## src/wdt_pkg.sv

```systemverilog
// Constants for the 15-bit watchdog: register addresses, bit positions, reset values, rates.
// Assumes an 8-bit special function register port inside the controller core.
package wdt_pkg;

    // ------------------------------------------------------------
    // Register addresses
    // ------------------------------------------------------------
    localparam logic [7:0] WDT_ADDR_RELOAD = 8'h86;
    localparam logic [7:0] WDT_ADDR_INT_ENABLE = 8'hA8;
    localparam logic [7:0] WDT_ADDR_INT_PRIORITY = 8'hA9;
    localparam logic [7:0] WDT_ADDR_START = 8'hB8;

    // ------------------------------------------------------------
    // Fields and reset values
    // ------------------------------------------------------------
    localparam int WDT_PRESCALE_BIT = 7;
    localparam int WDT_START_BIT = 6;
    localparam int WDT_ARM_BIT = 6;
    localparam int WDT_STATUS_BIT = 6;
    localparam logic [7:0] WDT_RELOAD_RESET = 8'h00;
    localparam logic [7:0] WDT_LOW_ZERO = 8'h00;
    localparam logic [7:0] WDT_READ_ZERO = 8'h00;

    // ------------------------------------------------------------
    // Counter and timing
    // ------------------------------------------------------------
    localparam int WDT_COUNT_W = 15;
    localparam logic [14:0] WDT_TRIP_STATE = 15'h7FFC;
    localparam logic [14:0] WDT_LAST_STATE = 15'h7FFF;
    localparam int WDT_CLKS_PER_MC = 12;
    localparam int WDT_DIV_FAST = 2;
    localparam int WDT_DIV_SLOW = 128;
    localparam logic [1:0] WDT_ARM_LIFE = 2'h3;

    typedef enum logic [1:0] {
        WDT_ST_STOPPED = 2'b00,
        WDT_ST_RUNNING = 2'b01,
        WDT_ST_RESET = 2'b11
    } wdt_state_t;

endpackage : wdt_pkg

```

## src/wdt_top.sv

```systemverilog
// 15-bit watchdog with reload/prescale, start, refresh-arm and reset-status bits on the SFR port.
// Assumes the core issues one-cycle SFR read and write strobes; srst is the external reset.
`timescale 1ns/1ps

// Contract
// Watchdog is a 15-bit up-counter of high and low byte.
// Count at machine rate /2, or /128 when prescaler bit 7 set.
// On start, high byte loads from reload bits 6..0.
// External reset clears the whole reload register to zero.
// Reload field writable any time, running or stopped.
// Setting start bit 6 starts the counter.
// While stopped, reload write updates high byte immediately.
// While stopped, low byte stays zero.
// Running watchdog cannot be stopped by software; only refreshed.
// Refresh: set arm bit, next instruction set start bit; only then reload.
// Arm bit clears itself in the third machine cycle after set.
// Internal watchdog reset entered at counter state 7FFC.
// Internal reset length depends on prescaler selection.
// Watchdog reset keeps watchdog running and sets reset-status flag.
// Software can clear the reset-status flag by writing it.
// Refresh and watchdog reset clear low byte and prescaler, reload high.
module wdt_top
(
    input wire logic clock,
    input wire logic srst,
    input wire logic [7:0] sfr_addr,
    input wire logic sfr_wr,
    input wire logic [7:0] sfr_wdata,
    input wire logic sfr_rd,
    output logic [7:0] sfr_rdata,
    output logic wd_reset_out,
    output logic wd_running,
    output logic [14:0] wd_count
);

    wdt_pkg::wdt_state_t state_r;
    wdt_pkg::wdt_state_t state_nxt;
    logic [7:0] wd_reload_reg_r;
    logic [7:0] wd_reload_reg_nxt;
    logic [6:0] wd_count_high_r;
    logic [6:0] wd_count_high_nxt;
    logic [7:0] wd_count_low_r;
    logic [7:0] wd_count_low_nxt;
    logic wd_refresh_arm_r;
    logic wd_refresh_arm_nxt;
    logic [1:0] arm_age_r;
    logic [1:0] arm_age_nxt;
    logic wd_reset_status_r;
    logic wd_reset_status_nxt;
    logic [7:0] rdata_r;
    logic [7:0] rdata_nxt;
    logic mc_tick;
    logic cnt_tick;
    logic pre_clear;
    logic wr_reload;
    logic wr_arm;
    logic wr_start;
    logic wr_status;
    logic refresh;
    logic [14:0] count_now;
    logic [14:0] count_inc;

    function automatic logic hit(input logic [7:0] addr, input logic [7:0] target);
        hit = (addr == target);
    endfunction : hit

    // ------------------------------------------------------------
    // Rate generation
    // ------------------------------------------------------------
    wdt_tick_gen u_tick
    (
        .clock(clock),
        .srst(srst),
        .pre_clear(pre_clear),
        .slow(wd_reload_reg_r[wdt_pkg::WDT_PRESCALE_BIT]),
        .mc_tick(mc_tick),
        .cnt_tick(cnt_tick)
    );

    // ------------------------------------------------------------
    // Write decode
    // ------------------------------------------------------------
    always_comb
    begin
        wr_reload = sfr_wr && hit(sfr_addr, wdt_pkg::WDT_ADDR_RELOAD);
        wr_arm = sfr_wr && hit(sfr_addr, wdt_pkg::WDT_ADDR_INT_ENABLE);
        wr_start = sfr_wr && hit(sfr_addr, wdt_pkg::WDT_ADDR_START) && sfr_wdata[wdt_pkg::WDT_START_BIT];
        wr_status = sfr_wr && hit(sfr_addr, wdt_pkg::WDT_ADDR_INT_PRIORITY);
        // Start write counts as refresh only while the arm bit is still alive
        refresh = wr_start && wd_refresh_arm_r && (state_r != wdt_pkg::WDT_ST_STOPPED);
        count_now = {wd_count_high_r, wd_count_low_r};
        count_inc = count_now + 15'h0001;
    end

    // ------------------------------------------------------------
    // Counter and state
    // ------------------------------------------------------------
    always_comb
    begin
        state_nxt = state_r;
        wd_count_high_nxt = wd_count_high_r;
        wd_count_low_nxt = wd_count_low_r;
        pre_clear = 1'b0;
        wd_reset_status_nxt = wd_reset_status_r;
        wd_reload_reg_nxt = wr_reload ? sfr_wdata : wd_reload_reg_r;
        if (wr_status && !sfr_wdata[wdt_pkg::WDT_STATUS_BIT])
        begin
            wd_reset_status_nxt = 1'b0;
        end
        case (state_r)
            wdt_pkg::WDT_ST_STOPPED:
            begin
                pre_clear = 1'b1;
                wd_count_low_nxt = wdt_pkg::WDT_LOW_ZERO;
                if (wr_reload)
                begin
                    wd_count_high_nxt = sfr_wdata[6:0];
                end
                if (wr_start)
                begin
                    state_nxt = wdt_pkg::WDT_ST_RUNNING;
                    wd_count_high_nxt = wr_reload ? sfr_wdata[6:0] : wd_reload_reg_r[6:0];
                end
            end
            wdt_pkg::WDT_ST_RUNNING, wdt_pkg::WDT_ST_RESET:
            begin
                // No path back to stopped except external reset
                if (refresh && state_r == wdt_pkg::WDT_ST_RUNNING)
                begin
                    wd_count_high_nxt = wd_reload_reg_r[6:0];
                    wd_count_low_nxt = wdt_pkg::WDT_LOW_ZERO;
                    pre_clear = 1'b1;
                end
                else if (cnt_tick)
                begin
                    if (count_now == wdt_pkg::WDT_LAST_STATE)
                    begin
                        // Reset spans 7FFC..7FFF at the chosen rate, so its length follows the prescaler
                        state_nxt = wdt_pkg::WDT_ST_RUNNING;
                        wd_count_high_nxt = wd_reload_reg_r[6:0];
                        wd_count_low_nxt = wdt_pkg::WDT_LOW_ZERO;
                        pre_clear = 1'b1;
                    end
                    else
                    begin
                        wd_count_high_nxt = count_inc[14:8];
                        wd_count_low_nxt = count_inc[7:0];
                        if (count_inc == wdt_pkg::WDT_TRIP_STATE)
                        begin
                            state_nxt = wdt_pkg::WDT_ST_RESET;
                            wd_reset_status_nxt = 1'b1;
                        end
                    end
                end
            end
            default:
            begin
                state_nxt = wdt_pkg::WDT_ST_STOPPED;
            end
        endcase
    end

    // ------------------------------------------------------------
    // Refresh arm
    // ------------------------------------------------------------
    always_comb
    begin
        wd_refresh_arm_nxt = wd_refresh_arm_r;
        arm_age_nxt = arm_age_r;
        if (wr_arm)
        begin
            wd_refresh_arm_nxt = sfr_wdata[wdt_pkg::WDT_ARM_BIT];
            arm_age_nxt = 2'h0;
        end
        else if (wd_refresh_arm_r && mc_tick)
        begin
            arm_age_nxt = arm_age_r + 2'h1;
            if (arm_age_nxt == wdt_pkg::WDT_ARM_LIFE)
            begin
                wd_refresh_arm_nxt = 1'b0;
            end
        end
        // Internal reset clears the arm bit like any other core state
        if (state_r == wdt_pkg::WDT_ST_RESET)
        begin
            wd_refresh_arm_nxt = 1'b0;
        end
    end

    // ------------------------------------------------------------
    // Read port
    // ------------------------------------------------------------
    always_comb
    begin
        rdata_nxt = rdata_r;
        if (sfr_rd)
        begin
            rdata_nxt = wdt_pkg::WDT_READ_ZERO;
            if (hit(sfr_addr, wdt_pkg::WDT_ADDR_RELOAD))
            begin
                rdata_nxt = wd_reload_reg_r;
            end
            else if (hit(sfr_addr, wdt_pkg::WDT_ADDR_INT_ENABLE))
            begin
                rdata_nxt[wdt_pkg::WDT_ARM_BIT] = wd_refresh_arm_r;
            end
            else if (hit(sfr_addr, wdt_pkg::WDT_ADDR_INT_PRIORITY))
            begin
                rdata_nxt[wdt_pkg::WDT_STATUS_BIT] = wd_reset_status_r;
            end
            else if (hit(sfr_addr, wdt_pkg::WDT_ADDR_START))
            begin
                rdata_nxt[wdt_pkg::WDT_START_BIT] = (state_r != wdt_pkg::WDT_ST_STOPPED);
            end
        end
    end

    always_ff @(posedge clock)
    begin
        if (srst)
        begin
            state_r <= wdt_pkg::WDT_ST_STOPPED;
            wd_reload_reg_r <= wdt_pkg::WDT_RELOAD_RESET;
            wd_count_high_r <= 7'h00;
            wd_count_low_r <= 8'h00;
            wd_refresh_arm_r <= 1'b0;
            arm_age_r <= 2'h0;
            wd_reset_status_r <= 1'b0;
            rdata_r <= 8'h00;
        end
        else
        begin
            state_r <= state_nxt;
            wd_reload_reg_r <= wd_reload_reg_nxt;
            wd_count_high_r <= wd_count_high_nxt;
            wd_count_low_r <= wd_count_low_nxt;
            wd_refresh_arm_r <= wd_refresh_arm_nxt;
            arm_age_r <= arm_age_nxt;
            wd_reset_status_r <= wd_reset_status_nxt;
            rdata_r <= rdata_nxt;
        end
    end

    assign sfr_rdata = rdata_r;
    assign wd_reset_out = (state_r == wdt_pkg::WDT_ST_RESET);
    assign wd_running = (state_r != wdt_pkg::WDT_ST_STOPPED);
    assign wd_count = count_now;

endmodule : wdt_top

```

## src/wdt_tick_gen.sv

```systemverilog
// Machine-cycle enable and watchdog count enable (machine rate divided by 2 or 128).
// Assumes one system clock; every slower rate leaves here as a one-cycle pulse.
`timescale 1ns/1ps

module wdt_tick_gen
(
    input wire logic clock,
    input wire logic srst,
    input wire logic pre_clear,
    input wire logic slow,
    output logic mc_tick,
    output logic cnt_tick
);

    logic [3:0] mc_cnt_r;
    logic [3:0] mc_cnt_nxt;
    logic [6:0] pre_cnt_r;
    logic [6:0] pre_cnt_nxt;
    logic [6:0] pre_last;

    // ------------------------------------------------------------
    // Dividers
    // ------------------------------------------------------------
    always_comb
    begin
        pre_last = slow ? 7'(wdt_pkg::WDT_DIV_SLOW - 1) : 7'(wdt_pkg::WDT_DIV_FAST - 1);
        mc_tick = (mc_cnt_r == 4'(wdt_pkg::WDT_CLKS_PER_MC - 1));
        cnt_tick = mc_tick && (pre_cnt_r >= pre_last);
        mc_cnt_nxt = mc_tick ? 4'h0 : mc_cnt_r + 4'h1;
        pre_cnt_nxt = pre_cnt_r;
        // Machine-cycle phase is kept; only the prescaler restarts on clear
        if (pre_clear)
        begin
            pre_cnt_nxt = 7'h00;
        end
        else if (cnt_tick)
        begin
            pre_cnt_nxt = 7'h00;
        end
        else if (mc_tick)
        begin
            pre_cnt_nxt = pre_cnt_r + 7'h01;
        end
    end

    always_ff @(posedge clock)
    begin
        if (srst)
        begin
            mc_cnt_r <= 4'h0;
            pre_cnt_r <= 7'h00;
        end
        else
        begin
            mc_cnt_r <= mc_cnt_nxt;
            pre_cnt_r <= pre_cnt_nxt;
        end
    end

endmodule : wdt_tick_gen

```

## config.mk

```make
export PLATFORM = sky130hd
export DESIGN_NAME = wdt_top
export DESIGN_NICKNAME = d
export VERILOG_FILES = /design/src/wdt_pkg.sv /design/src/wdt_top.sv /design/src/wdt_tick_gen.sv
export SDC_FILE = /design/constraint.sdc
export NUM_CORES = 1
export LEC_CHECK = 0
export BUFFER_PORTS_ARGS = -buffer_cell sky130_fd_sc_hd__buf_4
export CAP_MARGIN = 20
export CORE_UTILIZATION = 60
export CTS_CLUSTER_SIZE = 12
export DETAILED_ROUTE_END_ITERATION = 6
export PLACE_DENSITY = 0.95
export REMOVE_ABC_BUFFERS = 1
export SLEW_MARGIN = 30
export SYNTH_ARGS = -nofsm -noshare
export SYNTH_HDL_FRONTEND = slang
export SYNTH_HIERARCHICAL = 1
export SYNTH_SLANG_ARGS = --single-unit
```

## constraint.sdc

```tcl
create_clock -name clock -period 7.5 [get_ports clock]
set_clock_uncertainty 0.05 [all_clocks]
set_input_delay 0.375 -clock clock [delete_from_list [all_inputs] [get_ports clock]]
set_output_delay 0.375 -clock clock [all_outputs]
set_load 0.01 [all_outputs]
```

==> flow_summary_export.csv <==
group,metric,value,unit
routing,routed_wl,6930,um
clock_network,cts_hold_buf,0,
layout,num_antenna_cells,0,
synthesis,synth.cell_area,2810,um2
routing,wl_per_cell,16.4,um
synthesis,yosys_warnings,6,
synthesis,ys_top_cells_by_area,"dfxtp_1 (34%), a21oi_1 (5.0%), nand2_1 (4.7%), ha_1 (4.5%), nand3_1 (4.3%)",
synthesis,yosysTopAreaCellShare,0.343,
global_routing,grt_start_max_net_pins,49,
critical_path,worstSetupStartpointType,"register",
place,portBuffers,44,
critical_path,crit_fanout,10,
critical_path,crit_arrival,3130,ps
floorplan,dieHeight,70.4,um
worst_hold_path,hold_class,"input pin to register",
routing,drtPass1Iterations,5,
routing,postRouteAntennaNets,0,
synthesis,yosys_register_bits,48,
global_routing,grt_usage,0.293,
critical_path,crit_path_end_kind,"register",
layout,final_nets,400,
power,power_density,141,nW/um2
power,leakagePower,0.00121,uW
synthesis,ys_seq_area_frac,0.343,
layout,drive_gt1_frac,0.189,
layout,syn_to_final_growth,14.2,%
layout,fin_util,0.726,
place,gp_congestion,0.856,
sta,tns,0,ps
synthesis,synth_cell_type_count,60,
power,ir_worst_vdd,0.156,mV
global_routing,antenna_found_initial,0,
clock_network,post-cts-setup-buffers,0,
sta,fmax,0.338,GHz
routing,drt_iter0_markers,265,
sta,finalHoldViolations,0,
clock_network,clockBufferDepth,2,
sta,final.min_clock_period,2960,ps
global_routing,first_global_vias,2649,
sta,rsz0062_at_grt,"false",
global_routing,gr-total-overflow,0,
sta,worst_pin_slew,659,ps
floorplan,die-area,4950,um2
synthesis,synth_edf_count,0,
run,max_cap_viol_count,0,
floorplan,core-area,4410,um2
sta,finalCritPeriodShare,0.395,
sta,slew_viol_final,0,
clock_network,cts.sinks,48,
sta,relSlewSlack,0.560,
floorplan,die_x,70.4,um
clock_network,clk_pin_slew,100,ps
clock_network,cts_resized,0,
floorplan,rows,24,
routing,drc,0,
global_routing,grt_pass1_wl,11800,um
sta,fin_hold_ws,262,ps
synthesis,synth_async_sr_flop_share,0,
synthesis,ys.flop_type,"dfxtp_1",
synthesis,syn_avg_cell_area,8.32,um2
critical_path,crit_type,"register to register",
sta,setup_viol,0,
routing,via_count,2798,
clock_network,cts_root_buf,"clkbuf_8",
outcome,status,"finished clean",
synthesis,synth_area_leader_cell,"dfxtp_1",
place,placed_cells,415,
critical_path,required,7670,ps
synthesis,syn_inst,337,
layout,final_common_cell,"dfxtp_1",
clock_network,h-tree-depth,2,
floorplan,io_pins,45,
layout,instances_no_fill,423,
layout,final_cell_mix,"dfxtp_1 (48), buf_4 (44), nand2_1 (35)",
floorplan,start_util,0.635,
routing,viasPerCell,6.61,
place,dpl.hpwl,4880,um
clock_network,cts_buffers,5,
clock_network,worstSkewPairLatency,310,ps
clock_network,cts_tree,"done",
## final cells by class
| cell class | count | area, um2 |
|---|---|---|
| Clock inverter | 3 | 25.0 |
| Clock buffer | 5 | 68.8 |
| Tap cell | 52 | 65.1 |
| Multi-Input combinational cell | 264 | 1730 |
| Timing Repair Buffer | 44 | 330 |
| Inverter | 7 | 28.8 |
| Fill cell | 340 | 1210 |
| Sequential cell | 48 | 961 |
## through the flow
stage	worst slack, ps	power [uW]	cell area, um2
4_1_cts	4620	451	3200
2_1_floorplan	5010	273	2710
3_3_place_gp	4810	289	3110
6_report	4540	450	3200
5_1_grt	4300	467	3200
3_5_place_dp	4680	290	3110
## where the power goes
part           leakage (uW)  internal [uW]  switching, uW
registers          0.000387            256           1.45
clock network     0.0000452           68.1           97.7
logic              0.000773           12.4           14.3
## cells by family (layout without fill, tap and decap cells)
kind of cell,Yosys count,after routing,share of synthesized area
mux,8,8,0.0294
simple gates,161,161,0.318
fa+ha+maj,10,10,0.0446
buf+inv,25,59,0.0433
flops,48,48,0.343
compound gates,70,70,0.176
xor+xnor,15,15,0.0468
## state kept, by name, summed over array words and instances, names as in the netlist
register	count
wd_reset_status_r	1
sfr_rdata	8
u_tick/pre_cnt_r	7
state_r	2
wd_count_low_r	8
arm_age_r	2
wd_reload_reg_r	8
wd_refresh_arm_r	1
u_tick/mc_cnt_r	4
wd_count_high_r	7
## cell usage after synthesis, types with 5 or more instances
master / instances
nand3_1: 24
nand2_1: 35
and3_1: 6
inv_1: 6
xor2_1: 6
clkbuf_1: 10
xnor2_1: 9
mux2i_1: 6
dfxtp_1: 48
a21oi_1: 28
nand2b_1: 8
nor2_1: 26
nor3_1: 15
o21ai_0: 10
a311oi_1: 5
nand4_1: 7
ha_1: 10
nor4_1: 14
## worst max-delay path: stages (launching register included)
cell	delay [ps]
dfxtp_1	360
inv_1	120
ha_1	360
nand4_1	110
or3_4	350
a31oi_4	290
nand2_1	280
nor2_1	490
a41oi_1	180
a311oi_1	270
## layer usage
| metal | GRT usage | vias to the layer above | wire length (um) |
|---|---|---|---|
| met5 | 0 | - | 0 |
| met4 | 0.124 | 0 | 209 |
| met3 | 0.0592 | 29 | 432 |
| met2 | 0.483 | 137 | 3410 |
| met1 | 0.371 | 1320 | 2870 |
| li1 | - | 1312 | - |
## final timing paths
path	start	end	slack, ps	cells past startpoint
max	wd_reload_reg_r[7]	wd_count_low_r[6]	4540	9
min	sfr_wdata[7]	wd_reload_reg_r[7]	260	3
max reg2reg	wd_reload_reg_r[7]	wd_count_low_r[6]	4540	9
min reg2reg	u_tick/mc_cnt_r[0]	u_tick/mc_cnt_r[0]	420	1
No activity file was read; power rests on OpenSTA's default activity.
